### config.mk
export PLATFORM = sky130hd
export DESIGN_NAME = prb_port_bank
export DESIGN_NICKNAME = d
export VERILOG_FILES = /design/src/prb_pkg.sv /design/src/prb_pad_if.sv /design/src/prb_sync.sv /design/src/prb_pad.sv /design/src/prb_port_bank.sv
export SDC_FILE = /design/constraint.sdc
export NUM_CORES = 1
export LEC_CHECK = 0
export BUFFER_PORTS_ARGS = -buffer_cell sky130_fd_sc_hd__buf_2
export CORE_MARGIN = 2
export CORE_UTILIZATION = 45
export DETAILED_ROUTE_END_ITERATION = 16
export GPL_TIMING_DRIVEN = 0
export PLACE_DENSITY_LB_ADDON = 0.1
export SYNTH_ARGS = -nofsm -noshare
export SYNTH_HDL_FRONTEND = slang
export SYNTH_SLANG_ARGS = --single-unit
### constraint.sdc
create_clock -name clk_i -period 1.9 [get_ports clk_i]
set_input_delay 0.38 -clock clk_i [delete_from_list [all_inputs] [get_ports clk_i]]
set_output_delay 0.38 -clock clk_i [all_outputs]
set_load 0.02 [all_outputs]
### src/prb_pkg.sv
// Package of constants and types for the port register bank
//------------------------------------------------------------------------------
// Function
// - Pin-value writes land in the output latch
// - Pin-value reads return synchronised pin levels
// - Fifth port bit 3 reads pin only without master clear
// - Fifth port pin-value bits 7-4 read zero
// - Analog select set disables digital input buffer
// - First port analog select: bits 5,3-0 only
// - Second port analog select: bits 5-0 only
// - Third port analog select: bits 7-2 only
// - Fourth port analog select: all eight bits
// - Fifth port analog select: bits 2-0 only
// - Direction one tri-states pin, zero drives latch
// - Fifth direction bit 7 is input pull-up enable
// - Fifth direction bits 2-0 steer three pins
// - Latches hold values, kept over non-power resets
// - Power and brown-out resets differ from others
// - Fifth port latch: bits 2-0 only
// - Second port pull-ups enable per bit, reset one
// - Fourth port and fifth I/O need large variant
// - Analog pins read zero, output path unaffected
// - Analog select and direction reset to one
//------------------------------------------------------------------------------
package prb_pkg;

   //---------------------------------------------------------------------------
   // Geometry and types
   //---------------------------------------------------------------------------
   localparam int PRB_NPORT  = 5;
   localparam int PRB_PORT_D = 3;
   localparam int PRB_PORT_E = 4;
   localparam int PRB_ADDR_W = 5;
   localparam int PRB_PIN_W  = PRB_NPORT * 8;

   typedef logic [7:0]                prb_byte_t;
   typedef prb_byte_t [PRB_NPORT-1:0] prb_bank_t;

   //---------------------------------------------------------------------------
   // Register offsets, one register per port from each base
   //---------------------------------------------------------------------------
   localparam logic [PRB_ADDR_W-1:0] PRB_OFF_PIN_BASE   = 5'h00;
   localparam logic [PRB_ADDR_W-1:0] PRB_OFF_LAT_BASE   = 5'h05;
   localparam logic [PRB_ADDR_W-1:0] PRB_OFF_DIR_BASE   = 5'h0A;
   localparam logic [PRB_ADDR_W-1:0] PRB_OFF_ANSEL_BASE = 5'h0F;
   localparam logic [PRB_ADDR_W-1:0] PRB_OFF_PULLUP_B   = 5'h14;

   //---------------------------------------------------------------------------
   // Implemented-bit masks, index 0 is the first port
   //---------------------------------------------------------------------------
   localparam prb_bank_t PRB_ANSEL_MASK  = {8'h07, 8'hFF, 8'hFC, 8'h3F, 8'h2F};
   localparam prb_bank_t PRB_IO_MASK     = {8'h07, 8'hFF, 8'hFF, 8'hFF, 8'hFF};
   localparam prb_bank_t PRB_SMALL_AVAIL = {8'h00, 8'h00, 8'hFF, 8'hFF, 8'hFF};
   localparam prb_bank_t PRB_ALL_AVAIL   = {8'hFF, 8'hFF, 8'hFF, 8'hFF, 8'hFF};
   localparam int        PRB_E_INPUT_BIT  = 3;
   localparam int        PRB_E_PULLUP_BIT = 7;

   //---------------------------------------------------------------------------
   // Reset values
   //---------------------------------------------------------------------------
   localparam prb_byte_t PRB_ANSEL_RST    = 8'hFF;
   localparam prb_byte_t PRB_DIR_RST      = 8'hFF;
   localparam prb_byte_t PRB_PULLUP_RST   = 8'hFF;
   localparam prb_byte_t PRB_LAT_POR_RST  = 8'h00;
   localparam logic      PRB_PULLUP_E_RST = 1'b1;
   localparam prb_byte_t PRB_ZERO         = 8'h00;

endpackage : prb_pkg

### src/prb_pad_if.sv
// Interface between the register core and the pad logic
`timescale 1ns/1ps
interface prb_pad_if;
   import prb_pkg::*;
   prb_bank_t latch;
   prb_bank_t dir;
   prb_bank_t ansel;
   prb_bank_t din_sync;
   prb_bank_t din_read;
   prb_bank_t dout;
   prb_bank_t oe_n;

   modport core (output latch, output dir, output ansel, output din_sync,
                 input  din_read, input dout, input oe_n);
   modport pad  (input  latch, input dir, input ansel, input din_sync,
                 output din_read, output dout, output oe_n);
endinterface : prb_pad_if

### src/prb_sync.sv
// Two-flop synchroniser, one stage pair per bit
`timescale 1ns/1ps
module prb_sync #(
   parameter int W = 40
) (
   // Clock and reset
   input  wire logic         clk_i,
   input  wire logic         resetn_i,
   // Data
   input  wire logic [W-1:0] async_i,
   output logic      [W-1:0] sync_o
);
   genvar gi;
   generate
      for (gi = 0; gi < W; gi++) begin : g_bit
         logic meta_ff;
         logic sync_ff;
         always_ff @(posedge clk_i or negedge resetn_i) begin
            if (!resetn_i) begin
               meta_ff <= 1'b0;
               sync_ff <= 1'b0;
            end else begin
               meta_ff <= async_i[gi];
               sync_ff <= meta_ff;
            end
         end
         assign sync_o[gi] = sync_ff;
      end
   endgenerate
endmodule : prb_sync

### src/prb_pad.sv
// Pad logic: input buffer gating and output driver control per port
`timescale 1ns/1ps
module prb_pad
   import prb_pkg::*;
(
   prb_pad_if.pad pad_if
);
   genvar gp;
   generate
      for (gp = 0; gp < PRB_NPORT; gp++) begin : g_port
         // Disabled input buffer reads as zero
         assign pad_if.din_read[gp] = pad_if.din_sync[gp] & ~pad_if.ansel[gp];
         // Output path ignores analog select
         assign pad_if.dout[gp]     = pad_if.latch[gp];
         assign pad_if.oe_n[gp]     = pad_if.dir[gp];
      end
   endgenerate
endmodule : prb_pad

### src/prb_port_bank.sv
// Top of the port register bank: registers, bus slave and pin control
//
// Added by the designer: the address map and strobed register access.
`timescale 1ns/1ps
module prb_port_bank
   import prb_pkg::*;
#(
   parameter bit LARGE_VARIANT = 1'b1
) (
   // Clock and resets
   input  wire logic                  clk_i,
   input  wire logic                  resetn_i,
   input  wire logic                  soft_reset_i,
   // Register bus
   input  wire logic [PRB_ADDR_W-1:0] reg_addr_i,
   input  wire logic [7:0]            reg_wdata_i,
   input  wire logic                  reg_we_i,
   input  wire logic                  reg_re_i,
   output logic      [7:0]            reg_rdata_o,
   // Configuration
   input  wire logic                  master_clear_pin_enable_i,
   // Pins
   input  wire prb_bank_t             pad_in_i,
   output prb_bank_t                  pad_out_o,
   output prb_bank_t                  pad_oe_n_o,
   // Pull-ups
   output logic      [7:0]            second_port_pullup_enable_o,
   output logic                       input_pin_pullup_enable_o
);

   //---------------------------------------------------------------------------
   // Storage
   //---------------------------------------------------------------------------
   prb_bank_t              output_latch_reg_ff;
   prb_bank_t              direction_reg_ff;
   prb_bank_t              analog_select_ff;
   prb_byte_t              second_port_pullup_ff;
   logic                   input_pin_pullup_ff;
   prb_byte_t              rdata_ff;
   prb_byte_t              nxt_rdata;

   //---------------------------------------------------------------------------
   // Variant masks
   //---------------------------------------------------------------------------
   prb_bank_t              avail;
   prb_bank_t              io_mask;
   prb_bank_t              ansel_mask;
   logic [PRB_NPORT-1:0]   hit_pin;
   logic [PRB_NPORT-1:0]   hit_lat;
   logic [PRB_NPORT-1:0]   hit_dir;
   logic [PRB_NPORT-1:0]   hit_ansel;
   logic                   hit_pullup_b;
   logic [PRB_PIN_W-1:0]   pin_sync_flat;
   prb_pad_if              pad_if ();

   // Small variant drops the fourth port and the fifth port I/O bits
   assign avail = LARGE_VARIANT ? PRB_ALL_AVAIL : PRB_SMALL_AVAIL;

   genvar gp;
   generate
      for (gp = 0; gp < PRB_NPORT; gp++) begin : g_mask
         assign io_mask[gp]    = PRB_IO_MASK[gp] & avail[gp];
         assign ansel_mask[gp] = PRB_ANSEL_MASK[gp] & avail[gp];
      end
   endgenerate

   //---------------------------------------------------------------------------
   // Address decode
   //---------------------------------------------------------------------------
   generate
      for (gp = 0; gp < PRB_NPORT; gp++) begin : g_dec
         localparam logic [PRB_ADDR_W-1:0] IDX = PRB_ADDR_W'(gp);
         assign hit_pin[gp]   = (reg_addr_i == PRB_OFF_PIN_BASE + IDX);
         assign hit_lat[gp]   = (reg_addr_i == PRB_OFF_LAT_BASE + IDX);
         assign hit_dir[gp]   = (reg_addr_i == PRB_OFF_DIR_BASE + IDX);
         assign hit_ansel[gp] = (reg_addr_i == PRB_OFF_ANSEL_BASE + IDX);
      end
   endgenerate
   assign hit_pullup_b = (reg_addr_i == PRB_OFF_PULLUP_B);

   //---------------------------------------------------------------------------
   // Output latches
   //---------------------------------------------------------------------------
   // Only power-on or brown-out clears them; soft reset leaves them alone
   // so latched levels survive a warm restart, while soft reset tri-states the pins.
   generate
      for (gp = 0; gp < PRB_NPORT; gp++) begin : g_lat
         always_ff @(posedge clk_i or negedge resetn_i) begin
            if (!resetn_i) begin
               output_latch_reg_ff[gp] <= PRB_LAT_POR_RST;
            end else if (reg_we_i && (hit_pin[gp] || hit_lat[gp])) begin
               // Pin-value and latch addresses share one store
               output_latch_reg_ff[gp] <= reg_wdata_i & io_mask[gp];
            end
         end
      end
   endgenerate

   //---------------------------------------------------------------------------
   // Direction registers
   //---------------------------------------------------------------------------
   generate
      for (gp = 0; gp < PRB_NPORT; gp++) begin : g_dir
         // Reset value folds in the variant, so absent ports read zero apart from the fifth port's pull-up bit 7
         localparam prb_byte_t DIR_POR = PRB_DIR_RST & PRB_IO_MASK[gp] &
            (LARGE_VARIANT ? PRB_ALL_AVAIL[gp] : PRB_SMALL_AVAIL[gp]);
         always_ff @(posedge clk_i or negedge resetn_i) begin
            if (!resetn_i) begin
               direction_reg_ff[gp] <= DIR_POR;
            end else if (soft_reset_i) begin
               direction_reg_ff[gp] <= PRB_DIR_RST & io_mask[gp];
            end else if (reg_we_i && hit_dir[gp]) begin
               direction_reg_ff[gp] <= reg_wdata_i & io_mask[gp];
            end
         end
      end
   endgenerate

   //---------------------------------------------------------------------------
   // Analog select registers
   //---------------------------------------------------------------------------
   generate
      for (gp = 0; gp < PRB_NPORT; gp++) begin : g_ansel
         localparam prb_byte_t ANSEL_POR = PRB_ANSEL_RST & PRB_ANSEL_MASK[gp] &
            (LARGE_VARIANT ? PRB_ALL_AVAIL[gp] : PRB_SMALL_AVAIL[gp]);
         always_ff @(posedge clk_i or negedge resetn_i) begin
            if (!resetn_i) begin
               analog_select_ff[gp] <= ANSEL_POR;
            end else if (soft_reset_i) begin
               analog_select_ff[gp] <= PRB_ANSEL_RST & ansel_mask[gp];
            end else if (reg_we_i && hit_ansel[gp]) begin
               analog_select_ff[gp] <= reg_wdata_i & ansel_mask[gp];
            end
         end
      end
   endgenerate

   //---------------------------------------------------------------------------
   // Pull-up enables
   //---------------------------------------------------------------------------
   always_ff @(posedge clk_i or negedge resetn_i) begin
      if (!resetn_i) begin
         second_port_pullup_ff <= PRB_PULLUP_RST;
      end else if (soft_reset_i) begin
         second_port_pullup_ff <= PRB_PULLUP_RST;
      end else if (reg_we_i && hit_pullup_b) begin
         second_port_pullup_ff <= reg_wdata_i;
      end
   end

   // Pull-up bit lives in the fifth direction register
   always_ff @(posedge clk_i or negedge resetn_i) begin
      if (!resetn_i) begin
         input_pin_pullup_ff <= PRB_PULLUP_E_RST;
      end else if (soft_reset_i) begin
         input_pin_pullup_ff <= PRB_PULLUP_E_RST;
      end else if (reg_we_i && hit_dir[PRB_PORT_E]) begin
         input_pin_pullup_ff <= reg_wdata_i[PRB_E_PULLUP_BIT];
      end
   end

   //---------------------------------------------------------------------------
   // Pin input path
   //---------------------------------------------------------------------------
   prb_sync #(
      .W        (PRB_PIN_W)
   ) u_sync (
      .clk_i    (clk_i),
      .resetn_i (resetn_i),
      .async_i  (pad_in_i),
      .sync_o   (pin_sync_flat)
   );

   assign pad_if.din_sync = pin_sync_flat;
   assign pad_if.ansel    = analog_select_ff;
   assign pad_if.latch    = output_latch_reg_ff;
   // Absent or unimplemented bits never drive their pad
   generate
      for (gp = 0; gp < PRB_NPORT; gp++) begin : g_oe
         assign pad_if.dir[gp] = direction_reg_ff[gp] | ~io_mask[gp];
      end
   endgenerate

   prb_pad u_pad (
      .pad_if   (pad_if)
   );

   //---------------------------------------------------------------------------
   // Read multiplexer
   //---------------------------------------------------------------------------
   // A read of the pin value sees the wire, not the latch, so a
   // read-modify-write on an analog or loaded pin may flip latch bits.
   always_comb begin
      nxt_rdata = PRB_ZERO;
      if (reg_re_i) begin
         for (int p = 0; p < PRB_NPORT; p++) begin
            if (hit_pin[p]) begin
               nxt_rdata = pad_if.din_read[p] & io_mask[p];
               if (p == PRB_PORT_E) begin
                  // Input-only bit, lost to the master clear function
                  nxt_rdata[PRB_E_INPUT_BIT] = ~master_clear_pin_enable_i &
                     pad_if.din_sync[PRB_PORT_E][PRB_E_INPUT_BIT];
               end
            end
            if (hit_lat[p]) begin
               nxt_rdata = output_latch_reg_ff[p];
            end
            if (hit_dir[p]) begin
               nxt_rdata = direction_reg_ff[p];
               if (p == PRB_PORT_E) begin
                  nxt_rdata[PRB_E_PULLUP_BIT] = input_pin_pullup_ff;
               end
            end
            if (hit_ansel[p]) begin
               nxt_rdata = analog_select_ff[p];
            end
         end
         if (hit_pullup_b) begin
            nxt_rdata = second_port_pullup_ff;
         end
      end
   end

   // Data stand only in the cycle after the read strobe
   always_ff @(posedge clk_i or negedge resetn_i) begin
      if (!resetn_i) begin
         rdata_ff <= PRB_ZERO;
      end else begin
         rdata_ff <= nxt_rdata;
      end
   end

   //---------------------------------------------------------------------------
   // Outputs
   //---------------------------------------------------------------------------
   assign reg_rdata_o                 = rdata_ff;
   assign pad_out_o                   = pad_if.dout;
   assign pad_oe_n_o                  = pad_if.oe_n;
   assign second_port_pullup_enable_o = second_port_pullup_ff;
   assign input_pin_pullup_enable_o   = input_pin_pullup_ff;

endmodule : prb_port_bank

== Word level (Yosys, flattened, before mapping) ==
Index checks and enable logic that the tools add are counted.
Cells by class
  equality and inequality tests: 20
  muxes and demuxes: 46
  bitwise logic cells: 12
  reductions and logical operators: 33
Operators by type and width (number)
  two-way mux 8 bit: 42
  equality test 5 x 4 -> 1 bit (second input constant): 8
  AND 8 bit: 4
  inverter 8 bit: 4
  equality test 5 bit (second input constant): 5
  nonzero test 2 bit: 11
  equality test 5 x 3 -> 1 bit (second input constant): 4
  logical AND 1 bit: 16
  two-way mux 7 bit: 2
  equality test 5 x 2 -> 1 bit (second input constant): 2
  equality test 5 x 1 -> 1 bit (second input constant): 1
  logical NOT 5 bit: 1
  logical OR 1 bit: 5
  AND 3 bit: 1
  inverter 3 bit: 1
  two-way mux 1 bit: 2
  AND 1 bit: 1
  inverter 1 bit: 1
Storage, ports and cells
  bits in registers: 203
  input bits: 59
  output and inout bits: 97
  logic and storage cells: 201

== Depth between registers and ports, before layout ==
Gate-level depths: netlist of run 1.
  depth after elaboration: 24
  gate-level depth with buffers: 9
  mapped depth without buffers: 6

== Cells and area by module ==
Synthesis of run 1 repeated with hierarchy kept, for this count alone.
Second synthesis, totals
  cell total of the unflattened synthesis: 987
  area, all modules: 10149.7 µm²
By module, submodules not included
  prb_port_bank: times used 1, cells an instance 747, area an instance 6696.4 µm², seq. area each 2967.8 µm²
  prb_sync: times used 1, cells an instance 120, area an instance 2302.2 µm², seq. area each 2001.9 µm²
  prb_pad: times used 1, cells an instance 120, area an instance 1151.1 µm², seq. area each 0.0 µm²

== Worst setup path before layout of run 1 ==
Ideal clock, no wire load.
  path type: input -> register
  from: in reg_addr_i[0]
  to: reg rdata_ff[6], in the netlist reg_rdata_o[6]
  library setup time: 0.120 ns
  data arrival time: 1.633 ns
  required time: 1.780 ns
  path slack: 0.146 ns
  stages on the path: 7
  path buffers: 1
  path through: buf_4 > or2_1 > or3_1 > a21oi_1 > a2bb2oi_1 > nor3_1 > o211a_1
Between the ends
  longest elaborated chain between the ends: 23
  elaborated cells between the ends (all ways): 43
  classes of those cells: eq/ne (20); mux (22); reduce/logical (1)
RTL lines
  from (decl): RTL line prb_port_bank.sv:15  | input wire logic [PRB_ADDR_W-1:0] reg_addr_i,
  logical NOT 5 bit: RTL line prb_port_bank.sv:73  | assign hit_pin[gp] = (reg_addr_i == PRB_OFF_PIN_BASE + IDX);
  two-way mux 8 bit: RTL line prb_port_bank.sv:197  | if (hit_pin[p]) begin
  two-way mux 8 bit: RTL line prb_port_bank.sv:205  | if (hit_lat[p]) begin
  two-way mux 8 bit: RTL line prb_port_bank.sv:208  | if (hit_dir[p]) begin
  two-way mux 8 bit: RTL line prb_port_bank.sv:214  | if (hit_ansel[p]) begin
  two-way mux 8 bit: RTL line prb_port_bank.sv:197
  two-way mux 8 bit: RTL line prb_port_bank.sv:205
  two-way mux 8 bit: RTL line prb_port_bank.sv:208
  [... 8 more ...]
  two-way mux 8 bit: RTL line prb_port_bank.sv:214
  two-way mux 8 bit: RTL line prb_port_bank.sv:197
  two-way mux 8 bit: RTL line prb_port_bank.sv:205
  two-way mux 8 bit: RTL line prb_port_bank.sv:208
  two-way mux 8 bit: RTL line prb_port_bank.sv:214
  two-way mux 8 bit (*): RTL line prb_port_bank.sv:218  | if (hit_pullup_b) begin
  two-way mux 8 bit (*): RTL line prb_port_bank.sv:195  | if (reg_re_i) begin
  via nxt_rdata[6]: RTL line prb_port_bank.sv:40  | prb_byte_t nxt_rdata;
  to (signal assigned): RTL line prb_port_bank.sv:229  | rdata_ff <= nxt_rdata;
  to (decl): RTL line prb_port_bank.sv:39  | prb_byte_t rdata_ff;
The timed path passes the listed nets; every way through them passes the cells marked *.
A chain may end at the register's enable or synchronous reset.

== Final worst setup path of run 1 ==
  from: in reg_addr_i[1]
  to: reg rdata_ff[0], in the netlist reg_rdata_o[0]
Same word-level chain as after synthesis.

==> results of run 1 <==
## state kept, by name, summed over array words and instances (netlist names)
signal                       cells
u_sync.g_bit.meta_ff            36
u_sync.g_bit.sync_ff            36
direction_reg_ff                35
output_latch_reg_ff             35
analog_select_ff                28
reg_rdata_o                      8
second_port_pullup_enable_o      8
input_pin_pullup_enable_o        1
## worst paths after layout
kind | from | to | slack, ns | cells after the start
max reg2reg | output_latch_reg_ff[24] | reg_rdata_o[0] | 0 | 6
min | pad_in_i[11] | u_sync.g_bit[11].meta_ff | 0.03 | 1
min reg2reg | u_sync.g_bit[3].meta_ff | u_sync.g_bit[3].sync_ff | 0.35 | 0
max | reg_addr_i[1] | reg_rdata_o[0] | -0.03 | 9
max in group asynchronous | resetn_i | output_latch_reg_ff[19] | 0.47 | 3
min in group asynchronous | resetn_i | u_sync.g_bit[5].sync_ff | 0.46 | 2
## report_power, final
| group | internal, mW | total [mW] | leakage, nW | switching, mW |
|---|---|---|---|---|
| sequential | 4.31 | 4.58 | 2.13 | 0.271 |
| clock | 1.77 | 3.59 | 0.291 | 1.82 |
| combinational | 0.559 | 1.60 | 2.27 | 1.04 |
| total | 6.64 | 9.77 | 4.70 | 3.13 |
## metal layers
metal,routed length [um],share of wire [%],up-vias
met5,12,0.035,-
met4,1054,3.1,2
met3,2750,8.1,63
met2,14960,44,409
met1,15180,45,3913
li1,-,-,3348
## worst max-delay path: cells and delay by family
kind            cells  cell delay [ns]
compound gates      4             0.91
simple gates        2             0.54
buf+inv             3             0.45
## synthesized netlist by cell type, drive strengths merged (6+ instances only)
cell type  instances
a211o             13
a211oi             8
a21oi             24
a221oi             6
a31oi             14
a32oi             11
and3              19
buf               37
clkbuf            29
dfrtp            115
dfstp             72
inv               16
mux2              35
mux2i             11
nand2            127
nand2b             8
nand3             81
nand3b             6
nor2              47
nor2b             12
nor3              13
nor3b             10
o211ai             7
o21ai             39
o221ai             7
o22ai             10
## kinds of logic after synthesis
family                 after synthesis
AND/OR/NAND/NOR                    356
flip-flops                         187
AO/OA/AOI/OAI                      169
buffers and inverters               84
multiplexers                        46
other                                2
XOR/XNOR                             1
## cell type report
| cell class | instances | area (um^2) | share of cell area, % |
|---|---|---|---|
| Multi-Input combinational cell | 582 | 3790 | 35.39 |
| Clock inverter | 15 | 170.2 | 1.589 |
| Tap cell | 265 | 331.6 | 3.096 |
| Sequential cell | 187 | 4770 | 44.54 |
| Timing Repair Buffer | 142 | 750.7 | 7.010 |
| Inverter | 18 | 71.32 | 0.6660 |
| Buffer | 66 | 400.4 | 3.739 |
| Clock buffer | 17 | 425.4 | 3.972 |
## timing repair
action,4_1_cts,5_1_grt
setup buffers,0,1
pin swaps,0,2
endpoints found under the setup margin,9,25
hold buffers,1,0
gates resized for setup,9,32
endpoints found under the hold margin,50,0
==> impl_results.md, run 1 <==
- Peak supply drop: 0.6829 mV
- Most instantiated flip-flop cell in the synthesis netlist: sky130_fd_sc_hd__dfrtp_1
- Maximum number of pins on one net before global-route repair: 120
- Port-buffer cells: 139
- Most frequent cells in the layout: sky130_fd_sc_hd__buf_2 (145), sky130_fd_sc_hd__nand2_1 (123), sky130_fd_sc_hd__dfrtp_1 (115), sky130_fd_sc_hd__nand3_1 (81), sky130_fd_sc_hd__dfstp_2 (72)
- Number of rows in the core area: 51
- Filler Cells Inserted: 1746
- Post-synthesis instance area: 8832 um^2
- Result of the run: finished, violations left
- Area inside the core boundary: 19330 um^2
- GRT met1 Usage: 49.13%
- Worst hold slack: 0.02639 ns
- Startpoint Class: input pin
- Routed WL per cell: 26.28 um
- CP required: 2.27 ns
- Final hold viol count: 0
- Worst rel slew slack: 24.35%
- # nets final: 1073
- Die Outline Area: 20760 um^2
- Asr flop ratio synth: 100.0%
- Initial core utilization: 45.68%
- Yosys warning count: 0
- Violation count after the first detailed-routing iteration: 857
- Die Span Y: 144.1 um
- Post-layout total power: 9.765 mW
- Proportion of synthesized area in mux cells: 5.709%
- Critical path, cell by cell: buf_2, buf_4, buf_6, nand2_4, o22ai_1, a221o_1, nor3_2, o31ai_2, a21oi_1
- Final slew viol count: 0
- Sum of negative setup slack: -0.03202 ns
- Overall global routing resource usage: 33.17%
- Main combinational cell family by area after synthesis: simple AND/OR/NAND/NOR gates
- Clock tree from TritonCTS: built
- Busiest layer in global routing: met1
- Leading cell types by total area after synthesis: sky130_fd_sc_hd__dfrtp_1 (33%), sky130_fd_sc_hd__dfstp_2 (21%), sky130_fd_sc_hd__nand2_1 (5.3%)
- Final cell area excluding filler cells: 10710 um^2
- Fraction of post-synthesis cell area in the top cell type by area: 32.58%
- Count of inserted antenna diode cells: 0
- Maximum cell stage delay along the critical path: 0.45 ns
- Setup CP Type: in -> reg
- Final critical path time including I/O delays and setup: 1.932 ns
- Clock Root Buffer: sky130_fd_sc_hd__clkbuf_16
- Portion of the post-synthesis area used by sequential elements: 54.00%
- Placed Instance Area: 9927 um^2
- Share of final-layout standard cells stronger than drive strength 1: 37.29%
- Cell Count Post-Placement: 1258
- Number of synthesized flops with an enable pin: 0
- Number of distinct library cells after synthesis: 82
- Register bit count reported by yosys: 187
- Fmax achieved: 517.7 MHz
- Biggest fanout along the worst timing path: 10
- Final WS setup: -0.03171 ns
- Post-synthesis simple-gate area fraction: 21.48%
- Element type at the critical path end: register
- Post-DP HPWL: 24550 um
- Adder and majority gate portion of the synthesized area: 0%
- Compound-gate portion of the synthesized area: 13.43%
- Met3 usage: 6.589%
- Signal arrival time at the worst endpoint: 2.30 ns
- Met2 track demand over resource in global routing: 48.62%
- Final weighted congestion in routability-driven placement: 0.9825
- Antenna viol nets, final: 0
- Library cell occupying the most area in the post-synthesis netlist: sky130_fd_sc_hd__dfrtp_1
- Overall die width: 144.1 um
- Number of max-capacitance violations reported: 0
- Leak: 4.699 nW
- Clock-pin transition on the worst setup and hold timing paths: 0.08 ns
- Total via count after detailed routing: 7735
- Total I/O pin count: 156
- Transition time of the tightest slew-check pin: 1.135 ns
- # DRC: 0
- Clk_lat worst skew: 0.45 ns
- Layout Skew: 0.01154 ns
- Failing checks: negative setup slack
- Number of antenna violations at the first check in global routing: 2
- Wire length of the first global-routing pass: 48820 um
- Number of global-route vias before repair: 7324
- Total overflow reported by the global router: 0
- CTS Buf Count: 17
- Post-layout instance count excluding filler cells: 1292
- Average vias per placed instance: 5.987
- Synth-to-layout area growth: 21.25%
- Placement Setup Slack: -0.6693 ns
- Routed wire length: 33950 um
- Number of endpoints failing setup at the final stage: 2
- Sink Count: 187
- Synthesized instance count: 845
- Clock H-tree levels: 4
- Type of the most critical hold path: in -> reg
- Post-Synth XOR/XNOR Area: 0.09916%
- Number of buffers on the longest clock path: 2
- Power density relative to cell area: 911.9 nW/um^2
- Unrepaired setup endpoints after global routing: true
- Share of the clock period used by the worst path after layout: 101.7%
- Initial DRT Pass Iterations: 6
- CP max stage cell: sky130_fd_sc_hd__a221o_1
- Final cell utilization of the core: 55.39%
- Most common cell after layout, fill and taps aside: sky130_fd_sc_hd__buf_2
- Average footprint of a synthesized cell: 10.45 um^2
Power figures use the tool's default switching activity.
==> inputs of run 2 (changes only) <==
--- a/config.mk
+++ b/config.mk
@@ -10,6 +10,7 @@
 export CORE_UTILIZATION = 45
 export DETAILED_ROUTE_END_ITERATION = 16
 export GPL_TIMING_DRIVEN = 0
+export HOLD_SLACK_MARGIN = 0.05
 export PLACE_DENSITY_LB_ADDON = 0.1
 export SYNTH_ARGS = -nofsm -noshare
 export SYNTH_HDL_FRONTEND = slang
==> impl_results.md, run 2 (synthesis gave the netlist of run 1 again) <==
- Result of the run: finished clean
- Post-layout total power: 9.833 mW
- Number of endpoints failing setup at the final stage: 0
- Routed wire length: 34350 um
- Final weighted congestion in routability-driven placement: 0.9825
- CP max stage cell: sky130_fd_sc_hd__a221o_1
- Number of rows in the core area: 51
- Number of antenna violations at the first check in global routing: 2
- Register area: 4770 um^2
- Critical path, cell by cell: buf_2, buf_4, buf_6, nand2_4, o22ai_1, a221o_1, nor3_2, o31ai_2, a21oi_1
- Initial DRT Pass Iterations: 6
- Most common cell after layout, fill and taps aside: sky130_fd_sc_hd__buf_2
- Unrepaired setup endpoints after global routing: true
- Leak: 4.851 nW
- Largest delay contributor family on the critical path: compound AO/OA/AOI/OAI gates
- Post-DP HPWL: 24550 um
- Final critical path time including I/O delays and setup: 1.890 ns
- Die Span Y: 144.1 um
- Worst rel slew slack: 25.07%
- CTS Buf Count: 17
- Worst r2r dst: reg_rdata_o[0]
- Clock-pin transition on the worst setup and hold timing paths: 0.07 ns
- Count of inserted antenna diode cells: 0
- Die Outline Area: 20760 um^2
- Port-buffer cells: 139
- # nets final: 1109
- Antenna viol nets, final: 0
- Element type at the critical path end: register
- Overall global routing resource usage: 33.54%
- Setup CP Type: in -> reg
- Startpoint Class: input pin
- Initial core utilization: 45.68%
- WP depth: 9
- CP required: 2.26 ns
- Top Registers: u_sync.g_bit.meta_ff x36, u_sync.g_bit.sync_ff x36
- Peak supply drop: 0.6874 mV
- Final hold viol count: 0
- Maximum cell stage delay along the critical path: 0.44 ns
- Sink Count: 187
- Startpoint of the most critical register-to-register path: output_latch_reg_ff[24]
- Total overflow reported by the global router: 0
- Layout Skew: 0.01335 ns
- Maximum number of pins on one net before global-route repair: 120
- Number of buffers on the longest clock path: 2
- Share of final-layout standard cells stronger than drive strength 1: 36.12%
- Combined area of the multi-input logic cells: 3792 um^2
- R2r setup slk: 0.05 ns
- Total via count after detailed routing: 7973
- # DRC: 0
- Clock H-tree levels: 4
- Number of global-route vias before repair: 7551
- Worst setup endpoint: reg_rdata_o[0]
- Routed WL per cell: 25.86 um
- Clock Root Buffer: sky130_fd_sc_hd__clkbuf_16
- Share of the clock period used by the worst path after layout: 99.48%
- Filler Cells Inserted: 1709
- Most frequent cells in the layout: sky130_fd_sc_hd__buf_2 (145), sky130_fd_sc_hd__nand2_1 (122), sky130_fd_sc_hd__dfrtp_1 (115), sky130_fd_sc_hd__nand3_1 (81), sky130_fd_sc_hd__dfstp_2 (72)
- Fmax achieved: 529.1 MHz
- Buffers plus inverters on the worst setup path: 3
- Synth-to-layout area growth: 25.36%
- Number of max-capacitance violations reported: 0
- Biggest fanout along the worst timing path: 10
- Hold-critical path depth: 2
- Average vias per placed instance: 6.004
- Launch point of the critical path: reg_addr_i[1]
- Worst hold slack: 0.2198 ns
- Clk_lat worst skew: 0.45 ns
- Clock tree from TritonCTS: built
- Type of the most critical hold path: in -> reg
- Signal arrival time at the worst endpoint: 2.25 ns
- Overall die width: 144.1 um
- Wire length of the first global-routing pass: 49490 um
- Power density relative to cell area: 888.1 nW/um^2
- Area inside the core boundary: 19330 um^2
- Worst Reg-to-Reg Cells: 6
- Final slew viol count: 0
- Total I/O pin count: 156
- Transition time of the tightest slew-check pin: 1.124 ns
- Violation count after the first detailed-routing iteration: 869
[run 2: worst min-delay path by stage]
stage / startpoint / slack (ns) / to
3_5_place_dp: u_sync.g_bit[16].meta_ff / 0.33 / u_sync.g_bit[16].sync_ff
3_3_place_gp: u_sync.g_bit[30].meta_ff / 0.33 / u_sync.g_bit[30].sync_ff
4_1_cts: soft_reset_i / 0.21 / analog_select_ff[33]
2_1_floorplan: resetn_i / 0.08 / output_latch_reg_ff[0]
5_1_grt: reg_wdata_i[5] / 0.22 / output_latch_reg_ff[21]
6_report: reg_wdata_i[5] / 0.22 / output_latch_reg_ff[13]
[run 2: routing by layer]
layer  vias to the layer above  global-route usage (%)  wire length [um]
li1                       3418                       -                 -
met1                      3990                   49.34             15200
met2                       488                   49.65             15120
met3                        75                   6.623              2892
met4                         2                   11.30              1119
met5                         -                       0                12
[run 2: per-stage QoR]
step / cells / setup WS, ns / TNS (ns) / utilization (%) / area [um^2]
floorplan: 853 / 0.1462 / 0 / - / 8862
global placement: 1257 / -2.557 / -435.36 / 51.15 / 9889
detailed placement: 1258 / -0.6693 / -37.65 / 51.34 / 9927
CTS: 1327 / -0.003727 / -0.003727 / 56.56 / 10940
global route: 1328 / 0.0006519 / 0 / 57.26 / 11070
finish: 1328 / 0.009923 / 0 / 57.26 / 11070
[run 2: layout make-up]
class                   count  area share [%]
well taps                 265           2.995
plain buffers              66           3.616
repair buffers            178           10.04
clock buffers              17           3.842
inverters                  18          0.6441
clock inverters            15           1.537
multi-input cells         582           34.25
flip-flops and latches    187           43.08
[run 2: what timing repair did]
item,CTS,global route
buffers inserted,0,1
hold endpoints to repair,86,0
resized for setup,9,33
setup endpoints to repair,9,25
hold buffers,37,0
pin swaps,0,2
[run 2: power breakdown]
part	internal (mW)	switching (mW)	leakage (nW)	total, mW
Sequential	4.31	0.273	2.13	4.58
Clock	1.77	1.82	0.291	3.59
Combinational	0.608	1.05	2.43	1.66
Total	6.69	3.15	4.85	9.83
